File: src/bab_pkg.sv
// Constants for the byte ALU block: register map, field layout, opcodes.
// Assumes a 32-bit Avalon-MM slave port with byte addresses.
package bab_pkg;

  // ********************************************************
  // Register map (byte addresses)
  // ********************************************************
  localparam logic [9:0] ADDR_ACC    = 10'h000;
  localparam logic [9:0] ADDR_STATUS = 10'h004;
  localparam logic [9:0] ADDR_EXEC   = 10'h008;
  localparam int         MEM_SEL_BIT = 9;
  localparam int         MEM_IDX_LO  = 2;
  localparam int         MEM_IDX_HI  = 8;

  // ********************************************************
  // Status bits
  // ********************************************************
  localparam int ST_CARRY  = 0;
  localparam int ST_NIBBLE = 1;
  localparam int ST_NULL   = 2;
  localparam int ST_SKIP   = 3;
  localparam logic [3:0] STATUS_RST = 4'h0;

  // ********************************************************
  // Exec word fields
  // ********************************************************
  localparam int EX_OP_LO   = 0;
  localparam int EX_OP_HI   = 2;
  localparam int EX_DEST    = 3;
  localparam int EX_BIT_LO  = 4;
  localparam int EX_BIT_HI  = 6;
  localparam int EX_ADDR_LO = 8;
  localparam int EX_ADDR_HI = 14;

  localparam logic       DEST_ACC = 1'b0;
  localparam logic       DEST_REG = 1'b1;
  localparam logic [7:0] ACC_RST  = 8'h00;
  localparam logic [7:0] BYTE_ZERO = 8'h00;
  localparam logic [4:0] NIBBLE_MAX = 5'h0F;

  typedef enum logic [2:0] {
    OP_AND_ACC_REG = 3'h0,
    OP_SUM_ACC_REG = 3'h1,
    OP_SUM_CARRY   = 3'h2,
    OP_ASR_REG     = 3'h3,
    OP_CLEAR_BIT   = 3'h4,
    OP_TEST_SKIP   = 3'h5,
    OP_NO_OP       = 3'h6
  } bab_op_type;

endpackage

File: src/bab_alu_if.sv
// Interface between the byte ALU control and its combinational datapath.
// Assumes both ends share one clock domain; no timing of its own.
`timescale 1ns/1ps
interface bab_alu_if;
  logic [7:0]          acc;
  logic [7:0]          opnd;
  logic                carry_in;
  bab_pkg::bab_op_type op;
  logic [2:0]          bit_sel;
  logic [7:0]          result;
  logic                carry_out;
  logic                nibble_out;
  logic                null_out;
  logic                upd_carry;
  logic                upd_nibble;
  logic                upd_null;
  logic                writes;
  logic                to_reg_only;
  logic                skip;

  modport ctrl (output acc, opnd, carry_in, op, bit_sel,
                input result, carry_out, nibble_out, null_out, upd_carry,
                upd_nibble, upd_null, writes, to_reg_only, skip);
  modport alu  (input acc, opnd, carry_in, op, bit_sel,
                output result, carry_out, nibble_out, null_out, upd_carry,
                upd_nibble, upd_null, writes, to_reg_only, skip);
endinterface

File: src/bab_alu.sv
// Combinational datapath of the byte ALU.
// Assumes operands are stable for the cycle in which the control fires.
`timescale 1ns/1ps
module bab_alu
(
  bab_alu_if.alu io
);

  logic [8:0] sum9;
  logic [4:0] sum5;

  always_comb
  begin
    sum9          = {1'b0, io.acc} + {1'b0, io.opnd};
    sum5          = {1'b0, io.acc[3:0]} + {1'b0, io.opnd[3:0]};
    io.result     = bab_pkg::BYTE_ZERO;
    io.carry_out  = 1'b0;
    io.upd_carry  = 1'b0;
    io.upd_nibble = 1'b0;
    io.upd_null   = 1'b0;
    io.writes     = 1'b1;
    io.to_reg_only = 1'b0;
    io.skip       = 1'b0;
    unique case (io.op)
      bab_pkg::OP_AND_ACC_REG:
      begin
        io.result   = io.acc & io.opnd;                  // see RULE_01
        io.upd_null = 1'b1;
      end
      bab_pkg::OP_SUM_ACC_REG, bab_pkg::OP_SUM_CARRY:
      begin
        if (io.op == bab_pkg::OP_SUM_CARRY)
        begin
          sum9 = sum9 + {8'h00, io.carry_in};            // see RULE_04
          sum5 = sum5 + {4'h0, io.carry_in};
        end
        io.result     = sum9[7:0];                       // see RULE_03
        io.carry_out  = sum9[8];                         // see RULE_10
        io.upd_carry  = 1'b1;
        io.upd_nibble = 1'b1;
        io.upd_null   = 1'b1;
      end
      bab_pkg::OP_ASR_REG:
      begin
        io.result    = {io.opnd[7], io.opnd[7:1]};       // see RULE_05 see RULE_06
        io.carry_out = io.opnd[0];                       // see RULE_05
        io.upd_carry = 1'b1;
        io.upd_null  = 1'b1;
      end
      bab_pkg::OP_CLEAR_BIT:
      begin
        io.result = io.opnd;
        io.result[io.bit_sel] = 1'b0;                    // see RULE_07
        io.to_reg_only = 1'b1;
      end
      bab_pkg::OP_TEST_SKIP:
      begin
        io.writes = 1'b0;
        io.skip   = ~io.opnd[io.bit_sel];                // see RULE_08 see RULE_09
      end
      default:
      begin
        io.writes = 1'b0;
      end
    endcase
    io.nibble_out = sum5 > bab_pkg::NIBBLE_MAX;          // see RULE_10
    io.null_out   = io.result == bab_pkg::BYTE_ZERO;     // see RULE_10
  end

endmodule

File: src/bab_byte_alu.sv
// Byte ALU with accumulator, status flags and 128-byte register file.
// Assumes an Avalon-MM master with waitrequest on ref_clk.
//
// Function
// RULE_01 - The and operation ANDs the accumulator with register f (0..127) and updates only the null flag.
// RULE_02 - A destination bit of 0 sends the result to the accumulator, 1 back to register f.
// RULE_03 - The sum operation adds accumulator and register and updates carry, nibble and null flags.
// RULE_04 - The sum with carry-in also adds the carry flag and updates carry, nibble and null flags.
// RULE_05 - The arithmetic shift right moves bits 7:1 to 6:0, bit 0 to carry, updating carry and null.
// RULE_06 - During the arithmetic shift right the result keeps the source bit 7.
// RULE_07 - Clearing a bit zeroes bit b (0..7) of register f, keeps the rest and touches no flag.
// RULE_08 - Testing a bit that is one lets the next instruction run and changes no flag.
// RULE_09 - Testing a bit that is zero turns the next instruction into a no-operation, two cycles in all.
// RULE_10 - Null is set on a zero result; carry and nibble flags are carries out of bits 7 and 3.
//
// Our own choices: the register offsets and register access over Avalon-MM.
`timescale 1ns/1ps
module bab_byte_alu
#(
  parameter int MEM_DEPTH = 128
)
(
  input  wire logic        ref_clk,
  input  wire logic        sys_rst,
  input  wire logic [9:0]  address,
  input  wire logic        read,
  input  wire logic        write,
  input  wire logic [31:0] writedata,
  output logic      [31:0] readdata,
  output logic             waitrequest
);

  // ********************************************************
  // State
  // ********************************************************
  logic [7:0]  acc;
  logic [3:0]  status;
  logic        ack;
  logic [7:0]  mem [MEM_DEPTH];
  logic [7:0]  next_acc;
  logic [3:0]  next_status;
  logic        next_ack;
  logic [31:0] next_readdata;
  logic        mem_we;
  logic [6:0]  mem_wa;
  logic [7:0]  mem_wd;

  logic        fire;
  logic        exec_fire;
  logic        is_mem;
  logic [6:0]  bus_idx;
  logic [6:0]  ex_addr;
  logic        ex_dest;
  logic [7:0]  opnd;

  bab_alu_if alu_bus();

  bab_alu u_alu
  (
    .io (alu_bus.alu)
  );

  assign fire      = (read | write) & ack;
  assign exec_fire = fire & write & (address == bab_pkg::ADDR_EXEC);
  assign is_mem    = address[bab_pkg::MEM_SEL_BIT];
  assign bus_idx   = address[bab_pkg::MEM_IDX_HI:bab_pkg::MEM_IDX_LO];
  assign ex_addr   = writedata[bab_pkg::EX_ADDR_HI:bab_pkg::EX_ADDR_LO];
  assign ex_dest   = writedata[bab_pkg::EX_DEST];
  assign opnd      = mem[ex_addr];

  // Answer one cycle after the request is seen
  assign waitrequest = (read | write) & ~ack;

  // ********************************************************
  // Datapath hookup
  // ********************************************************
  always_comb
  begin
    alu_bus.acc      = acc;
    alu_bus.opnd     = opnd;
    alu_bus.carry_in = status[bab_pkg::ST_CARRY];
    alu_bus.op       = bab_pkg::bab_op_type'(writedata[bab_pkg::EX_OP_HI:bab_pkg::EX_OP_LO]);
    alu_bus.bit_sel  = writedata[bab_pkg::EX_BIT_HI:bab_pkg::EX_BIT_LO];
  end

  // ********************************************************
  // Next state
  // ********************************************************
  always_comb
  begin
    next_acc      = acc;
    next_status   = status;
    next_ack      = (read | write) & ~ack;
    next_readdata = readdata;
    mem_we        = 1'b0;
    mem_wa        = bus_idx;
    mem_wd        = writedata[7:0];
    if ((read | write) & ~ack)
    begin
      next_readdata = '0;
      if (is_mem)
        next_readdata = {24'h000000, mem[bus_idx]};
      else if (address == bab_pkg::ADDR_ACC)
        next_readdata = {24'h000000, acc};
      else if (address == bab_pkg::ADDR_STATUS)
        next_readdata = {28'h0000000, status};
    end
    if (fire & write)
    begin
      if (is_mem)
        mem_we = 1'b1;
      else if (address == bab_pkg::ADDR_ACC)
        next_acc = writedata[7:0];
      else if (address == bab_pkg::ADDR_STATUS)
        next_status = writedata[3:0];
      else if (exec_fire)
      begin
        if (status[bab_pkg::ST_SKIP])
          // Fetched instruction discarded, runs as no-operation
          next_status[bab_pkg::ST_SKIP] = 1'b0;                    // see RULE_09
        else
        begin
          if (alu_bus.writes)
          begin
            if (alu_bus.to_reg_only | (ex_dest == bab_pkg::DEST_REG))
            begin
              mem_we = 1'b1;                                       // see RULE_02
              mem_wa = ex_addr;
              mem_wd = alu_bus.result;
            end
            else
              next_acc = alu_bus.result;                           // see RULE_02
          end
          if (alu_bus.upd_carry)
            next_status[bab_pkg::ST_CARRY] = alu_bus.carry_out;    // see RULE_10
          if (alu_bus.upd_nibble)
            next_status[bab_pkg::ST_NIBBLE] = alu_bus.nibble_out;  // see RULE_10
          if (alu_bus.upd_null)
            next_status[bab_pkg::ST_NULL] = alu_bus.null_out;      // see RULE_10
          next_status[bab_pkg::ST_SKIP] = alu_bus.skip;            // see RULE_09
        end
      end
    end
  end

  always_ff @(posedge ref_clk or posedge sys_rst)
  begin
    if (sys_rst)
    begin
      acc      <= bab_pkg::ACC_RST;
      status   <= bab_pkg::STATUS_RST;
      ack      <= 1'b0;
      readdata <= '0;
    end
    else
    begin
      acc      <= next_acc;
      status   <= next_status;
      ack      <= next_ack;
      readdata <= next_readdata;
    end
  end

  // Memory has no reset; contents are software's to load
  always_ff @(posedge ref_clk)
  begin
    if (mem_we)
      mem[mem_wa] <= mem_wd;
  end

  logic run;
  logic [2:0] wop;
  assign run = exec_fire & ~status[bab_pkg::ST_SKIP];
  assign wop = writedata[bab_pkg::EX_OP_HI:bab_pkg::EX_OP_LO];
endmodule

File: config.mk
export PLATFORM = sky130hd
export DESIGN_NAME = bab_byte_alu
export DESIGN_NICKNAME = d
export VERILOG_FILES = /design/src/bab_pkg.sv /design/src/bab_alu_if.sv /design/src/bab_alu.sv /design/src/bab_byte_alu.sv
export SDC_FILE = /design/constraint.sdc
export NUM_CORES = 2
export LEC_CHECK = 0
export BUFFER_PORTS_ARGS = -buffer_cell sky130_fd_sc_hd__buf_2
export CAP_MARGIN = 20
export CORE_MARGIN = 2
export CORE_UTILIZATION = 56
export CTS_CLUSTER_SIZE = 40
export DETAILED_ROUTE_END_ITERATION = 7
export PLACE_DENSITY = 0.76
export SLEW_MARGIN = 10
export SYNTH_ARGS = -nofsm -noshare
export SYNTH_HDL_FRONTEND = slang
export SYNTH_SLANG_ARGS = --single-unit
export TNS_END_PERCENT = 20
File: constraint.sdc
create_clock -name ref_clk -period 10.5 [get_ports ref_clk]
set_clock_uncertainty 0.1 [all_clocks]
set_input_delay 0.525 -clock ref_clk [delete_from_list [all_inputs] [get_ports ref_clk]]
set_output_delay 0.525 -clock ref_clk [all_outputs]
set_load 0.01 [all_outputs]
==> flow_summary.ini <==
[status]
status = finished clean

[timing]
finalHoldViolCount = 0
finalWorstPathRequiredPeriod_ns = 7.51
worst_pin_slew_ns = 1.17
fin_setup_tns_ns = 0
drv_slew = 0
timing.final.setup_violations = 0
hold_ws_ns = 0.116
max_freq_ghz = 0.133
slew_headroom_pct = 21.7
rsz0062_at_grt = false
period_share_pct = 71.5

[die]
dieWidth_um = 305
start_util_pct = 56.5
core_area_mm2 = 0.0900
chipHeight_um = 305
floorplan.io_pins = 79
num_rows = 110
die_area_mm2 = 0.0932

[critical_path]
crit_start_category = input pin
path_class = input pin to register
worstPathRequired_ns = 10.82
timing.critical_path.arrival_ns = 7.83
cp-startpoint = writedata[8]
timing.reg2reg.setup_slack_ns = 3.83
reg2regPathDepth = 16
cp-end-kind = register
critical_path_peak_fanout = 84
worst_setup_path_endpoint = mem[53][7]
rr_startpoint = mem[127][0]
r2r-end = mem[53][7]

[layout]
most-common-layout-cells = sky130_fd_sc_hd__edfxtp_1 (1,024), sky130_fd_sc_hd__mux4_2 (456), sky130_fd_sc_hd__mux2i_1 (256)
synthToLayoutAreaGrowth_pct = 8.99
num-nets-final = 2958
drive_above_1_share_pct = 25.7
ff_latch_area_mm2 = 0.0313
multiInputGateArea_mm2 = 0.0184
n_fill_cell = 6301
layout_commonest_cell = sky130_fd_sc_hd__edfxtp_1

[clock_network]
numCtsBuffers = 105
post_cts.resized_instances = 0
htree_levels = 3
clk_root_buffer_cell = sky130_fd_sc_hd__clkbuf_16
cts_num_sinks = 1045
cts_setup_buffers = 0
cts_hold_buf = 1
tritoncts = yes
clkTransAtPathRegs_ns = 0.06
number_of_buffers_between_clock_root_and_the_deepest_sink = 3
worst_skew_pair.late_latency_ns = 0.71

[power]
vdd_drop_max_v = 0.000125
p_total_uw = 9190
power.leakage_uw = 0.0178
power_density_mw_per_mm2 = 166

[yosys]
synth.lib_cells_used.distinct = 82
synthTopCellsByArea = sky130_fd_sc_hd__edfxtp_1 (61%), sky130_fd_sc_hd__mux4_2 (20%), sky130_fd_sc_hd__mux2i_1 (5.0%)
synth_seq_cells = 1045
synth_edf_count = 1024
synth_sequential_area_ratio_pct = 61.5
yosys_warnings = 0
synth_cells = 2914
proportion_of_netlist_area_held_by_the_largest_area_contributor_pct = 60.5
synth-async-reset-ratio_pct = 2.01
synth_flop_cell = sky130_fd_sc_hd__edfxtp_1
synth_area_mm2 = 0.0508
synth.largest_area_cell = sky130_fd_sc_hd__edfxtp_1
syn_area_per_cell_um2 = 17.4

[detailed_routing]
vias_per_cell = 7.45
postRouteAntennaNets = 0
drcViolationCount = 0
wl_per_cell_um = 36.9
detail_route.first_pass.iterations = 6
drt_iter0_markers = 5108
via_count = 31000
route.final.wire_length_um = 154000

[global_route]
grt_use_total_pct = 33.1
grt_pass1_wl_um = 220000
grt_start_max_net_pins = 129
number_of_global_route_vias_before_repair = 30800
initial_antenna_violation_count = 7
grt.overflow.total = 0

[job]
max-cap-violations = 0

[min_path]
hp-class = input pin to register
hold_path.startpoint = writedata[3]

[placement]
port-buffer-count = 37
detailedPlacementHpwl_um = 96200
gp_congestion = 0.960
cells in the mapped netlist (6+ instances only):
cell	n
sky130_fd_sc_hd__dfrtp_1	21
sky130_fd_sc_hd__nor2b_1	13
sky130_fd_sc_hd__nor3_1	13
sky130_fd_sc_hd__edfxtp_1	1024
sky130_fd_sc_hd__buf_4	32
sky130_fd_sc_hd__o31ai_1	8
sky130_fd_sc_hd__buf_1	29
sky130_fd_sc_hd__a221oi_1	16
sky130_fd_sc_hd__nand2_1	138
sky130_fd_sc_hd__o22ai_1	36
sky130_fd_sc_hd__xnor2_1	8
sky130_fd_sc_hd__o221ai_1	20
sky130_fd_sc_hd__mux2i_1	256
sky130_fd_sc_hd__nor2_1	180
sky130_fd_sc_hd__a31oi_1	14
sky130_fd_sc_hd__a22oi_1	96
sky130_fd_sc_hd__a211oi_1	6
sky130_fd_sc_hd__and2_1	10
sky130_fd_sc_hd__a21oi_1	63
sky130_fd_sc_hd__buf_6	15
sky130_fd_sc_hd__nand3b_1	13
sky130_fd_sc_hd__ha_1	10
sky130_fd_sc_hd__o21ai_0	48
sky130_fd_sc_hd__buf_2	56
sky130_fd_sc_hd__inv_1	14
sky130_fd_sc_hd__nand2b_1	14
sky130_fd_sc_hd__clkbuf_1	110
sky130_fd_sc_hd__nand4_1	6
sky130_fd_sc_hd__mux4_2	456
sky130_fd_sc_hd__nand3_1	46
sky130_fd_sc_hd__mux2_2	25
critical path, stage by stage:
cell                       delay [ns]
sky130_fd_sc_hd__buf_8           0.65
sky130_fd_sc_hd__buf_12          0.56
sky130_fd_sc_hd__mux4_2          0.58
sky130_fd_sc_hd__a22oi_1         0.24
sky130_fd_sc_hd__nand3_1         0.19
sky130_fd_sc_hd__o22ai_1         0.63
sky130_fd_sc_hd__a21oi_1         0.25
sky130_fd_sc_hd__ha_1            0.27
sky130_fd_sc_hd__fa_1            0.44
sky130_fd_sc_hd__a21o_1          0.21
sky130_fd_sc_hd__a21oi_1         0.38
sky130_fd_sc_hd__o21ai_0         0.19
sky130_fd_sc_hd__a211oi_1        0.44
sky130_fd_sc_hd__nand2b_1        0.13
sky130_fd_sc_hd__nor2_1          0.13
sky130_fd_sc_hd__xnor2_1         0.10
sky130_fd_sc_hd__o22ai_1         0.36
sky130_fd_sc_hd__mux2_4          0.88
sky130_fd_sc_hd__buf_4           0.56
kinds of logic after synthesis:
group	synth area share [%]
buffers and inverters	2.58
flip-flops	61.5
multiplexers	26.0
XOR/XNOR	0.207
adder cells (fa/ha/maj)	0.286
AND/OR/NAND/NOR	4.18
AO/OA/AOI/OAI	5.18
other	0.00738
metal layers:
layer	GRT usage, %	wire (um)	up-vias
li1	-	-	12100
met5	0	202	-
met1	43.8	52900	15900
met3	10.5	21500	469
met2	49.5	69800	2501
met4	17.4	9220	18
through the flow:
stage	cell area [um^2]	instances	setup slack (ns)	utilization [%]
after floorplan	50900	2937	0.520	-
after global placement	52000	3966	2.79	57.8
after detailed placement	52000	3967	2.49	57.8
after CTS	55300	4159	3.18	61.5
after global routing	55400	4161	2.62	61.5
final	55400	4165	2.99	61.5
how the worst min path moves through the flow:
| stage | to | slack, ns | cells after the start |
|---|---|---|---|
| after global placement | readdata[6] | 0.36 | 2 |
| after detailed placement | readdata[3] | 0.37 | 2 |
| after global routing | status[3] | 0.14 | 3 |
| final | status[3] | 0.12 | 3 |
| after floorplan | status[1] | 0.35 | 1 |
| after CTS | status[3] | 0.10 | 3 |
where the power goes:
part / switching, uW / total (uW) / leakage, uW / internal, uW
registers: 3.81 / 4600 / 0.00946 / 4600
clock network: 1620 / 3730 / 0.00162 / 2110
logic: 560 / 865 / 0.00675 / 304
registers in the layout (all words and copies together) (netlist names):
signal	count
mem	1024
ack	1
readdata	8
status	4
acc	8
final cells by class:
type	count	area share [%]
flip-flops and latches	1045	56.5
diodes	4	0.0181
inverters	18	0.127
multi-input cells	1630	33.3
clock inverters	60	1.10
well taps	1176	2.66
repair buffers	101	1.44
clock buffers	131	4.92
No activity file was read; power rests on OpenSTA's default activity.
